===== config.mk =====
export PLATFORM = sky130hd
export DESIGN_NAME = cps_top
export DESIGN_NICKNAME = d
export VERILOG_FILES = /design/src/design/cps_pkg.sv /design/src/design/cps_top.sv
export SDC_FILE = /design/constraint.sdc
export NUM_CORES = 1
export LEC_CHECK = 0
export ABC_CLOCK_PERIOD_IN_PS = 6800
export BUFFER_PORTS_ARGS = -buffer_cell sky130_fd_sc_hd__buf_2
export CORE_MARGIN = 2
export CORE_UTILIZATION = 64
export DETAILED_ROUTE_END_ITERATION = 7
export PLACE_DENSITY = 0.95
export SETUP_SLACK_MARGIN = 0.02
export SLEW_MARGIN = 20
export SYNTH_ARGS = -nofsm -noshare
export SYNTH_HDL_FRONTEND = slang
export SYNTH_SLANG_ARGS = --single-unit

===== constraint.sdc =====
create_clock -name clock_i -period 6.8 [get_ports clock_i]
set_input_delay 1.36 -clock clock_i [delete_from_list [all_inputs] [get_ports clock_i]]
set_output_delay 1.36 -clock clock_i [all_outputs]
set_load 0.05 [all_outputs]

===== src/design/cps_pkg.sv =====
package cps_pkg;

  // ---------------------------------------------------------------
  // Register offsets (byte addresses, one 32-bit word each)
  // ---------------------------------------------------------------
  localparam logic [7:0] CPS_OFF_CTRL   = 8'h00;
  localparam logic [7:0] CPS_OFF_EVSRC  = 8'h04;
  localparam logic [7:0] CPS_OFF_STEER  = 8'h08;
  localparam logic [7:0] CPS_OFF_PHASE  = 8'h0c;
  localparam logic [7:0] CPS_OFF_BLANK  = 8'h10;
  localparam logic [7:0] CPS_OFF_DEAD   = 8'h14;
  localparam logic [7:0] CPS_OFF_SHDN   = 8'h18;
  localparam logic [7:0] CPS_OFF_STATUS = 8'h1c;

  // ---------------------------------------------------------------
  // Field positions
  // ---------------------------------------------------------------
  localparam int CPS_CTRL_EN      = 0;
  localparam int CPS_CTRL_MODE    = 1;
  localparam int CPS_CTRL_CLKSEL  = 4;
  localparam int CPS_CTRL_DBASYNC = 6;
  localparam int CPS_EV_RSEL      = 0;
  localparam int CPS_EV_REDGE     = 8;
  localparam int CPS_EV_FSEL      = 16;
  localparam int CPS_EV_FEDGE     = 24;
  localparam int CPS_ST_STEER     = 0;
  localparam int CPS_ST_STATIC    = 4;
  localparam int CPS_ST_POL       = 8;
  localparam int CPS_TM_RISE      = 0;
  localparam int CPS_TM_FALL      = 8;
  localparam int CPS_SD_SRC       = 0;
  localparam int CPS_SD_RESTART   = 8;
  localparam int CPS_SD_FORCE     = 9;
  localparam int CPS_SD_RESUME    = 10;
  localparam int CPS_SD_OVR       = 16;
  localparam int CPS_SD_ACTIVE    = 31;

  // ---------------------------------------------------------------
  // Reset values and timing
  // ---------------------------------------------------------------
  localparam logic [31:0] CPS_RST_WORD = 32'h0000_0000;
  localparam int          CPS_REF_DIV4 = 4;

  // Operating mode codes
  typedef enum logic [2:0] {
    CPS_MODE_STEER  = 3'h0,
    CPS_MODE_SSTEER = 3'h1,
    CPS_MODE_FWD    = 3'h2,
    CPS_MODE_REV    = 3'h3,
    CPS_MODE_HALF   = 3'h4,
    CPS_MODE_PP     = 3'h5
  } cps_mode_e;

  // Shutdown override per output
  typedef enum logic [1:0] {
    CPS_OVR_HIZ  = 2'h0,
    CPS_OVR_OFF  = 2'h1,
    CPS_OVR_LOW  = 2'h2,
    CPS_OVR_HIGH = 2'h3
  } cps_ovr_e;

  typedef enum logic [1:0] {
    CPS_SD_RUN  = 2'b01,
    CPS_SD_SHUT = 2'b10
  } cps_sd_e;

  typedef struct packed {
    logic        psel;
    logic        penable;
    logic        pwrite;
    logic [7:0]  paddr;
    logic [31:0] pwdata;
  } cps_apb_req_s;

  typedef struct packed {
    logic [31:0] prdata;
    logic        pready;
    logic        pslverr;
  } cps_apb_rsp_s;

endpackage


===== src/design/cps_top.sv =====
`timescale 1ns/1ps
`default_nettype none

module cps_top #(
  parameter int N_SRC   = 4,
  parameter int N_SHD   = 2,
  parameter int CNT_W   = 8,
  parameter int REF_DIV = 16
) (
  input  wire logic                  clock_i,
  input  wire logic                  rst_i,
  input  wire cps_pkg::cps_apb_req_s apb_req_i,
  output var  cps_pkg::cps_apb_rsp_s apb_rsp_o,
  input  wire logic [N_SRC-1:0]      event_src_i,
  input  wire logic [N_SHD-1:0]      shutdown_src_i,
  output logic [3:0]                 out_o,
  output logic [3:0]                 out_oe_o
);
  import cps_pkg::*;

  if (N_SRC < 1 || N_SRC > 8) begin : g_chk_src
    $error("N_SRC must be 1 to 8");
  end
  if (N_SHD < 1 || N_SHD > 8) begin : g_chk_shd
    $error("N_SHD must be 1 to 8");
  end
  if (CNT_W < 1 || CNT_W > 8 || REF_DIV < 2 || REF_DIV > 256) begin : g_chk_cnt
    $error("CNT_W must be 1 to 8 and REF_DIV 2 to 256");
  end

  // ---------------------------------------------------------------
  // Registers
  // ---------------------------------------------------------------
  logic [31:0]  ctrl_reg;
  logic [31:0]  evsrc_reg;
  logic [31:0]  steer_reg;
  logic [31:0]  phase_reg;
  logic [31:0]  blank_reg;
  logic [31:0]  dead_reg;
  logic [31:0]  shdn_reg;
  logic [3:0]   steer_app_reg;
  cps_apb_rsp_s rsp_reg;

  wire       en       = ctrl_reg[CPS_CTRL_EN];
  wire [2:0] mode     = ctrl_reg[CPS_CTRL_MODE +: 3];
  wire [1:0] clk_sel  = ctrl_reg[CPS_CTRL_CLKSEL +: 2];
  wire       db_async = ctrl_reg[CPS_CTRL_DBASYNC];
  wire [3:0] steer_en = steer_reg[CPS_ST_STEER +: 4];
  wire [3:0] st_data  = steer_reg[CPS_ST_STATIC +: 4];
  wire [3:0] pol      = steer_reg[CPS_ST_POL +: 4];

  // ---------------------------------------------------------------
  // APB slave: pready comes in the first cycle of the access phase
  // ---------------------------------------------------------------
  wire setup   = apb_req_i.psel & ~apb_req_i.penable;
  wire access  = apb_req_i.psel & apb_req_i.penable & rsp_reg.pready;
  wire wr_stb  = access & apb_req_i.pwrite;
  wire [7:0] a = apb_req_i.paddr;
  wire mapped  = (a[1:0] == 2'h0) && (a <= CPS_OFF_STATUS);
  wire ro_hit  = (a == CPS_OFF_STATUS);

  function automatic logic hit(input logic [7:0] addr, input logic [7:0] off);
    hit = (addr == off);
  endfunction

  wire wr_ctrl  = wr_stb & hit(a, CPS_OFF_CTRL);
  wire wr_evsrc = wr_stb & hit(a, CPS_OFF_EVSRC);
  wire wr_steer = wr_stb & hit(a, CPS_OFF_STEER);
  wire wr_phase = wr_stb & hit(a, CPS_OFF_PHASE);
  wire wr_blank = wr_stb & hit(a, CPS_OFF_BLANK);
  wire wr_dead  = wr_stb & hit(a, CPS_OFF_DEAD);
  wire wr_shdn  = wr_stb & hit(a, CPS_OFF_SHDN);

  // ---------------------------------------------------------------
  // Input synchronisers
  // ---------------------------------------------------------------
  logic [N_SRC-1:0] ev_s1_reg;
  logic [N_SRC-1:0] ev_s2_reg;
  logic [N_SRC-1:0] ev_s3_reg;
  logic [N_SHD-1:0] sd_s1_reg;
  logic [N_SHD-1:0] sd_s2_reg;

  always_ff @(posedge clock_i) begin
    ev_s1_reg <= event_src_i;
    ev_s2_reg <= ev_s1_reg;
    ev_s3_reg <= ev_s2_reg;
    sd_s1_reg <= shutdown_src_i;
    sd_s2_reg <= sd_s1_reg;
  end

  // ---------------------------------------------------------------
  // Event qualification
  // ---------------------------------------------------------------
  // Edge detect reads only the second stage and its delayed copy
  wire [N_SRC-1:0] ev_pulse = ev_s2_reg & ~ev_s3_reg;
  // Edge-sensed falling sources act on the high-to-low transition
  wire [N_SRC-1:0] ev_npulse = ~ev_s2_reg & ev_s3_reg;
  wire [N_SRC-1:0] r_sel    = evsrc_reg[CPS_EV_RSEL +: N_SRC];
  wire [N_SRC-1:0] r_edge   = evsrc_reg[CPS_EV_REDGE +: N_SRC];
  wire [N_SRC-1:0] f_sel    = evsrc_reg[CPS_EV_FSEL +: N_SRC];
  wire [N_SRC-1:0] f_edge   = evsrc_reg[CPS_EV_FEDGE +: N_SRC];
  // Same source may sit in both selections at once
  wire rise_lvl = |(r_sel & ((r_edge & ev_pulse) | (~r_edge & ev_s2_reg)));
  wire fall_lvl = |(f_sel & ((f_edge & ev_npulse) | (~f_edge & ~ev_s2_reg)));

  logic rise_lvl_reg;
  logic fall_lvl_reg;

  // ---------------------------------------------------------------
  // Reference tick
  // ---------------------------------------------------------------
  logic [7:0] div_reg;
  wire [7:0] div_max = (clk_sel == 2'h1) ? 8'(CPS_REF_DIV4 - 1) : 8'(REF_DIV - 1);
  wire       div_end = (div_reg >= div_max);
  wire       ref_tick = (clk_sel == 2'h0) | div_end;

  // ---------------------------------------------------------------
  // Timers: 0/1 phase, 2/3 blanking, 4/5 dead-band
  // ---------------------------------------------------------------
  localparam int NT = 6;
  logic [CNT_W-1:0] cnt_reg [NT];
  logic [NT-1:0]    t_start;
  logic [NT-1:0]    t_tick;
  logic [CNT_W-1:0] t_load  [NT];
  logic [NT-1:0]    t_zero;

  assign t_load[0] = phase_reg[CPS_TM_RISE +: CNT_W];
  assign t_load[1] = phase_reg[CPS_TM_FALL +: CNT_W];
  assign t_load[2] = blank_reg[CPS_TM_RISE +: CNT_W];
  assign t_load[3] = blank_reg[CPS_TM_FALL +: CNT_W];
  assign t_load[4] = dead_reg[CPS_TM_RISE +: CNT_W];
  assign t_load[5] = dead_reg[CPS_TM_FALL +: CNT_W];
  // Delay-element dead-band ignores the reference selection and runs on every cycle
  assign t_tick = {{2{db_async | ref_tick}}, {4{ref_tick}}};

  for (genvar k = 0; k < NT; k++) begin : g_tmr
    assign t_zero[k] = (cnt_reg[k] == '0);
    always_ff @(posedge clock_i) begin
      if (rst_i | ~en) begin
        cnt_reg[k] <= '0;
      end else if (t_start[k]) begin
        cnt_reg[k] <= t_load[k];
      end else if (t_tick[k] && !t_zero[k]) begin
        cnt_reg[k] <= cnt_reg[k] - 1'b1;
      end
    end
  end

  // Blanking hides events of the other kind while its timer runs
  wire rise_evt = en & rise_lvl & ~rise_lvl_reg & t_zero[3];
  wire fall_evt = en & fall_lvl & ~fall_lvl_reg & t_zero[2];

  logic r_pend_reg;
  logic f_pend_reg;
  logic prim_reg;
  logic pp_phase_reg;

  wire p_rise = r_pend_reg & t_zero[0];
  wire p_fall = f_pend_reg & t_zero[1] & ~p_rise;

  assign t_start = {p_fall, p_rise, fall_evt, rise_evt, fall_evt, rise_evt};

  // Primary rises after rising dead time, complement after falling dead time
  wire pri = prim_reg & t_zero[4];
  wire cmp = ~prim_reg & t_zero[5];

  // ---------------------------------------------------------------
  // Shutdown state
  // ---------------------------------------------------------------
  cps_sd_e sd_state_reg;
  cps_sd_e sd_state_next;
  wire sd_cause = |(sd_s2_reg & shdn_reg[CPS_SD_SRC +: N_SHD]);
  wire sd_force = wr_shdn & apb_req_i.pwdata[CPS_SD_FORCE];
  wire sd_resume = wr_shdn & apb_req_i.pwdata[CPS_SD_RESUME];
  wire sd_auto = shdn_reg[CPS_SD_RESTART] & rise_evt;

  always_comb begin
    sd_state_next = sd_state_reg;
    unique case (sd_state_reg)
      CPS_SD_RUN: begin
        if (sd_cause | sd_force) begin
          sd_state_next = CPS_SD_SHUT;
        end
      end
      CPS_SD_SHUT: begin
        // A live cause holds shutdown over any resume request
        if (!sd_cause && !sd_force && (sd_resume || sd_auto)) begin
          sd_state_next = CPS_SD_RUN;
        end
      end
      default: sd_state_next = CPS_SD_SHUT;
    endcase
  end

  wire shut = (sd_state_reg == CPS_SD_SHUT);

  // ---------------------------------------------------------------
  // Output steering
  // ---------------------------------------------------------------
  // Index 0..3 are outputs A..D
  function automatic logic [3:0] mode_data(input logic [2:0] m, input logic p, input logic c,
                                           input logic ph);
    unique case (m)
      CPS_MODE_STEER,
      CPS_MODE_SSTEER: mode_data = {4{p}};
      CPS_MODE_FWD:    mode_data = {p, 1'b0, 1'b0, 1'b1};
      CPS_MODE_REV:    mode_data = {1'b0, 1'b1, p, 1'b0};
      CPS_MODE_HALF:   mode_data = {c, p, c, p};
      CPS_MODE_PP:     mode_data = {p & ~ph, p & ph, p & ~ph, p & ph};
      default:         mode_data = 4'h0;
    endcase
  endfunction

  wire [3:0] mod_data = mode_data(mode, pri, cmp, pp_phase_reg) ^ pol;
  // Static data bypasses the rising-event hold
  wire [3:0] run_data = (steer_app_reg & mod_data) | (~steer_app_reg & st_data);
  wire [3:0] off_data = (steer_app_reg & pol) | (~steer_app_reg & st_data);
  logic [3:0] out_next;
  logic [3:0] oe_next;

  for (genvar k = 0; k < 4; k++) begin : g_pin
    wire [1:0] ovr = shdn_reg[CPS_SD_OVR + 2*k +: 2];
    assign out_next[k] = ~en ? 1'b0 :
                         ~shut ? run_data[k] :
                         (ovr == CPS_OVR_HIGH) ? 1'b1 :
                         (ovr == CPS_OVR_OFF) ? off_data[k] : 1'b0;
    assign oe_next[k] = en & (~shut | (ovr != CPS_OVR_HIZ));
  end

  // Sync steered mode waits for a rising event; other modes follow the register
  wire [3:0] steer_app_next = ((mode == CPS_MODE_SSTEER) && !rise_evt) ? steer_app_reg : steer_en;

  // ---------------------------------------------------------------
  // Read data
  // ---------------------------------------------------------------
  wire [31:0] status = {19'h0, shut, steer_app_reg, 2'h0, pp_phase_reg, prim_reg, out_o};
  wire [31:0] shdn_rd = {shut, shdn_reg[30:0]};
  wire [31:0] rd_mux = hit(a, CPS_OFF_CTRL)  ? ctrl_reg  :
                       hit(a, CPS_OFF_EVSRC) ? evsrc_reg :
                       hit(a, CPS_OFF_STEER) ? steer_reg :
                       hit(a, CPS_OFF_PHASE) ? phase_reg :
                       hit(a, CPS_OFF_BLANK) ? blank_reg :
                       hit(a, CPS_OFF_DEAD)  ? dead_reg  :
                       hit(a, CPS_OFF_SHDN)  ? shdn_rd   :
                       hit(a, CPS_OFF_STATUS) ? status   : 32'h0;
  wire err_next = ~mapped | (ro_hit & apb_req_i.pwrite);

  // ---------------------------------------------------------------
  // Sequential
  // ---------------------------------------------------------------
  always_ff @(posedge clock_i) begin
    if (rst_i) begin
      ctrl_reg      <= CPS_RST_WORD;
      evsrc_reg     <= CPS_RST_WORD;
      steer_reg     <= CPS_RST_WORD;
      phase_reg     <= CPS_RST_WORD;
      blank_reg     <= CPS_RST_WORD;
      dead_reg      <= CPS_RST_WORD;
      shdn_reg      <= CPS_RST_WORD;
      rsp_reg       <= '0;
    end else begin
      rsp_reg.pready <= setup;
      if (setup) begin
        rsp_reg.prdata  <= apb_req_i.pwrite ? 32'h0 : rd_mux;
        rsp_reg.pslverr <= err_next;
      end
      if (wr_ctrl) begin
        ctrl_reg <= {25'h0, apb_req_i.pwdata[6:0]};
      end
      if (wr_evsrc) begin
        evsrc_reg <= apb_req_i.pwdata;
      end
      if (wr_steer) begin
        steer_reg <= {20'h0, apb_req_i.pwdata[11:0]};
      end
      if (wr_phase) begin
        phase_reg <= {16'h0, apb_req_i.pwdata[15:0]};
      end
      if (wr_blank) begin
        blank_reg <= {16'h0, apb_req_i.pwdata[15:0]};
      end
      if (wr_dead) begin
        dead_reg <= {16'h0, apb_req_i.pwdata[15:0]};
      end
      // Force and resume are actions, not stored
      if (wr_shdn) begin
        shdn_reg <= {8'h0, apb_req_i.pwdata[23:16], 7'h0, apb_req_i.pwdata[8:0] & 9'h1ff};
        shdn_reg[CPS_SD_FORCE] <= 1'b0;
      end
    end
  end

  always_ff @(posedge clock_i) begin
    if (rst_i | ~en) begin
      div_reg      <= 8'h0;
      rise_lvl_reg <= 1'b0;
      fall_lvl_reg <= 1'b0;
      r_pend_reg   <= 1'b0;
      f_pend_reg   <= 1'b0;
      prim_reg     <= 1'b0;
      pp_phase_reg <= 1'b0;
    end else begin
      div_reg      <= div_end ? 8'h0 : div_reg + 8'h1;
      rise_lvl_reg <= rise_lvl;
      fall_lvl_reg <= fall_lvl;
      r_pend_reg   <= rise_evt | (r_pend_reg & ~p_rise);
      f_pend_reg   <= fall_evt | (f_pend_reg & ~p_fall);
      if (p_rise) begin
        prim_reg     <= 1'b1;
        pp_phase_reg <= ~pp_phase_reg;
      end else if (p_fall) begin
        prim_reg <= 1'b0;
      end
    end
  end

  always_ff @(posedge clock_i) begin
    if (rst_i) begin
      sd_state_reg  <= CPS_SD_RUN;
      steer_app_reg <= 4'h0;
      out_o         <= 4'h0;
      out_oe_o      <= 4'h0;
    end else begin
      sd_state_reg  <= sd_state_next;
      steer_app_reg <= steer_app_next;
      out_o         <= out_next;
      out_oe_o      <= oe_next;
    end
  end

  assign apb_rsp_o = rsp_reg;

endmodule

`default_nettype wire


* Word-level counts from Yosys, hierarchy flattened
Memories as Yosys holds them, arrays and structs flattened. Cells that the tools add are included.
Word-level totals: bits in registers 194, memories kept 1, memory bits (writable) 48, output and inout port bits 42
Cells by class: eq/ne operators 25, multiplexer cells 78, reductions and logical operators 42, $add $sub $neg 7, $lt $le $gt $ge 2, bitwise gates (word level) 89
Memories:
- cnt_reg | words 6, bits a word 8, read ports 6, clocked after Yosys merged registers in 0, write ports 6, RTL line cps_top.sv:121 | logic [CNT_W-1:0] cnt_reg [NT];
Operator list (count):
- $mux 32 | 8
- $mux 8 | 12
- $logic_not 8->1 | 7
- $mux 1 | 52
- $sub 8x1->8 const B | 6
- $and 4x4->4 | 11
- $and 1x1->1 | 34
- $eq 8x5->1 const B | 4
- $or 1x1->1 | 23
- $not 4->4 | 5
- $pmux 4 s5 | 1
- $eq 8x4->1 const B | 2
- $or 4x4->4 | 4
- $mux 13 | 1
- $eq 2x1->1 const B | 6
- $eq 2x2->1 const B | 5
- $logic_and 1x1->1 | 10
- $not 1->1 | 10
- $reduce_bool 2->1 | 5
- $logic_not 1->1 | 9
- $add 8x1->8 const B | 1
- $eq 8x3->1 const B | 1
- $ge 8x4->1 | 1
- $le 8x5->1 const B | 1
- other kinds (16) | 24

* Longest topological paths before layout
depth after elaboration 14, depth in mapped cells 9

* Least setup slack after synthesis
OpenSTA, ideal clock, no wires.
path kind input-to-reg, start in rst_i, end mem cnt_reg[1][0] (enable), slack 3778 ps, stages 3, setup time 387 ps, arrival 2636 ps, buffers on the path 1, path through or2b_2 buf_2 o31ai_1
RTL lines:
- start, declared | RTL line cps_top.sv:11 | input wire logic rst_i,
- end, declared | RTL line cps_top.sv:121

==> impl_metrics.env <==
export IMPL_run_status="finished clean"
export IMPL_final_min_clock_period_ps=3520
export IMPL_routed_wire_length_per_instance_um=21.1
export IMPL_insertedDiodeCount=0
export IMPL_cts_hold_buffers=0
export IMPL_design_final_nets=1305
export IMPL_initialDrtViolationCount=1712
export IMPL_worst_path_max_fanout=82
export IMPL_finalWirelength_mm=31.3
export IMPL_synthSimpleGateAreaFrac_pct=19.9
export IMPL_chipWidth_um=134
export IMPL_timing_slew_headroom_pct=29.9
export IMPL_ys_flop_type="sky130_fd_sc_hd__dfxtp_1"
export IMPL_cts_buffers=23
export IMPL_tightestPinTransition_ps=1050
export IMPL_setup_viol=0
export IMPL_maxClockFrequency_ghz=0.284
export IMPL_synth_mux_area_fraction_pct=5.23
export IMPL_dpl_worst_slack_ps=2870
export IMPL_grt_pass1_wl_mm=48.7
export IMPL_gr_total_overflow=0
export IMPL_min_path_type="flip-flop to flip-flop"
export IMPL_worstSetupPathType="input pin to flip-flop"
export IMPL_synth_edf_count=48
export IMPL_synth_xor_area_share_pct=3.32
export IMPL_core_area_um2=16500
export IMPL_mappedNetlistArea_um2=10800
export IMPL_largest_register_ffs=48
export IMPL_finClkSkew_ps=12.1
export IMPL_number_of_buffers_added_for_setup_after_cts=0
export IMPL_synth_ff_latch_count=242
export IMPL_grt_antenna_before_repair=1
export IMPL_drc_errors=0
export IMPL_number_of_buffers_added_on_ports=92
export IMPL_cts_sinks=242
export IMPL_p_leak_nw=4.74
export IMPL_via_count=9723
export IMPL_place_detailed_instances=1439
export IMPL_die_height_um=134
export IMPL_fillerInstances=1019
export IMPL_wirelength_met1_mm=11.2
export IMPL_synth_seq_area_share_pct=49.3
export IMPL_yosys_warnings=0
export IMPL_cp_required_ps=7060
export IMPL_timing_critical_path_arrival_ps=3780
export IMPL_synth_instances=1185
export IMPL_detailedPlacementHpwl_mm=20.9
export IMPL_met2RoutedLength_mm=14.2
export IMPL_grt_pass1_vias=9237
export IMPL_ff2ff_setup_slack_ps=3910
export IMPL_dr_max_layer_used="met4"
export IMPL_post_synth_cell_area_avg_um2=9.12
export IMPL_postSynth_asyncResetShare_pct=0
export IMPL_clk_transition_reported_paths_ps=60
export IMPL_clockRootBuffer="sky130_fd_sc_hd__clkbuf_16"
export IMPL_floorplan_io_pins=93
export IMPL_final_cells=1480
export IMPL_startpoint_type="input pin"
export IMPL_cts_resizes=0
export IMPL_dr_wl_met3_mm=3.91
export IMPL_h_tree_level_count=1
export IMPL_synthesized_area_fraction_occupied_by_ao_oa_aoi_and_oai_cells_pct=17.5
export IMPL_grt_setup_unrepaired="no"
export IMPL_final_max_slew_viol_count=0
export IMPL_yosys_cell_types=73
export IMPL_synthToLayoutAreaGrowth_pct=11.8
export IMPL_setup_ws_ps=3280
export IMPL_place_congestion=0.949
export IMPL_synth_top_family_by_area="simple AND/OR/NAND/NOR gates"
export IMPL_postRouteAntennaNets=0
export IMPL_min_period_over_period_pct=51.8
export IMPL_floorplan_initialDensity_pct=65.4
export IMPL_first_pass_iteration_count_of_the_detailed_router=7
export IMPL_end_kind="flip-flop"
export IMPL_grt_usage_pct=34.2
export IMPL_pin_count_of_the_biggest_net_entering_global_routing=83
export IMPL_die_area_um2=17900
export IMPL_detail_route_vias_per_cell=6.57
export IMPL_ir_drop_uv=243
export IMPL_power_density_cell_area_nw_per_um2=235
export IMPL_clock_insertion_delay_worst_skew_ps=510
export IMPL_adder_and_majority_gate_portion_of_the_synthesized_area_pct=1.16
export IMPL_maxCapViolCount=0
export IMPL_cts_tree="yes"
export IMPL_fin_hold_ws_ps=328
export IMPL_timing_setup_tns_ps=0
export IMPL_num_rows=47
export IMPL_cts_root_to_sink_buffers=3
export IMPL_fraction_of_layout_cells_with_a_size_suffix_above_1_pct=14.4
export IMPL_timing_hold_violations_final=0
## synthesized netlist by cell type (all sizes together), types with 23 or more instances
library cell	instances	area, µm²
clkbuf	42	158
edfxtp	48	1440
dfxtp	194	3880
xor2	23	201
inv	26	97.6
a21oi	127	636
buf	23	135
o21ai	40	200
nand2	249	935
nor2	80	317
mux2i	34	340
a22oi	28	210
nand3	28	150
## layer usage
metal  global-route usage [%]  vias up
met4                     19.4        0
met3                     6.39      176
met2                     54.9      773
met5                        0        -
li1                         -     4291
met1                     43.7     4483
## layout make-up
cell class | instances | area, µm² | share of cell area, %
clock buffer | 32 | 691 | 5.71
clock inverter | 9 | 72.6 | 0.600
inverter | 26 | 97.6 | 0.807
multi-input combinational | 855 | 5130 | 42.5
sequential | 242 | 5330 | 44.1
tap | 220 | 275 | 2.28
timing repair buffer | 96 | 493 | 4.08
## cell families after synthesis
logic type	count (synthesis)
flip-flops	242
AND/OR/NAND/NOR	458
other	1
AO/OA/AOI/OAI	295
XOR/XNOR	41
multiplexers	47
adder cells (fa/ha/maj)	10
buffers and inverters	91
## through the flow
stage	area, µm²	power (mW)	utilization [%]
after floorplan	10800	1.54	-
final	12100	2.85	73.1
after detailed placement	11300	1.58	68.4
after CTS	12100	2.84	73.0
after global routing	12100	2.90	73.1
after global placement	11300	1.58	68.4
## worst max-delay path, stage by stage
cell                      delay [ps]
sky130_fd_sc_hd__buf_4           590
sky130_fd_sc_hd__buf_4           760
sky130_fd_sc_hd__nor2b_1         300
sky130_fd_sc_hd__and2_1          420
sky130_fd_sc_hd__a22o_1          320
## cells in the final DEF (no fill, tap or decap), types with 7 or more instances in the layout
cell type,count
sky130_fd_sc_hd__xnor2_1,18
sky130_fd_sc_hd__a22o_1,21
sky130_fd_sc_hd__o2bb2ai_1,16
sky130_fd_sc_hd__clkinv_2,7
sky130_fd_sc_hd__o22ai_1,13
sky130_fd_sc_hd__xor2_1,23
sky130_fd_sc_hd__o21ai_0,40
sky130_fd_sc_hd__nand2b_1,20
sky130_fd_sc_hd__mux2i_1,34
sky130_fd_sc_hd__edfxtp_1,48
sky130_fd_sc_hd__ha_1,10
sky130_fd_sc_hd__nor2b_1,17
sky130_fd_sc_hd__a22oi_1,28
sky130_fd_sc_hd__nor2_1,78
sky130_fd_sc_hd__clkbuf_16,24
sky130_fd_sc_hd__nand2_1,248
sky130_fd_sc_hd__inv_1,26
sky130_fd_sc_hd__buf_2,91
sky130_fd_sc_hd__mux4_2,7
sky130_fd_sc_hd__dfxtp_1,194
sky130_fd_sc_hd__nand3_1,26
sky130_fd_sc_hd__a211oi_1,7
sky130_fd_sc_hd__nor3_1,12
sky130_fd_sc_hd__a21oi_1,127
## worst paths after layout
path / startpoint / to / depth (start not counted)
worst max-delay path: rst_i / cnt_reg[1][2] / 5
worst max register to register: apb_rsp_o[1] / sd_state_reg[0] / 5
worst min-delay path: sd_s1_reg[0] / sd_s2_reg[0] / 0
worst min register to register: sd_s1_reg[0] / sd_s2_reg[0] / 0
## where the power goes
| part | total [mW] | switching, mW | internal [mW] |
|---|---|---|---|
| Clock | 1.29 | 0.540 | 0.746 |
| Combinational | 0.0905 | 0.0658 | 0.0247 |
| Sequential | 1.47 | 0.00380 | 1.46 |
| Total | 2.85 | 0.610 | 2.24 |
(Power assumes the default switching activity.)
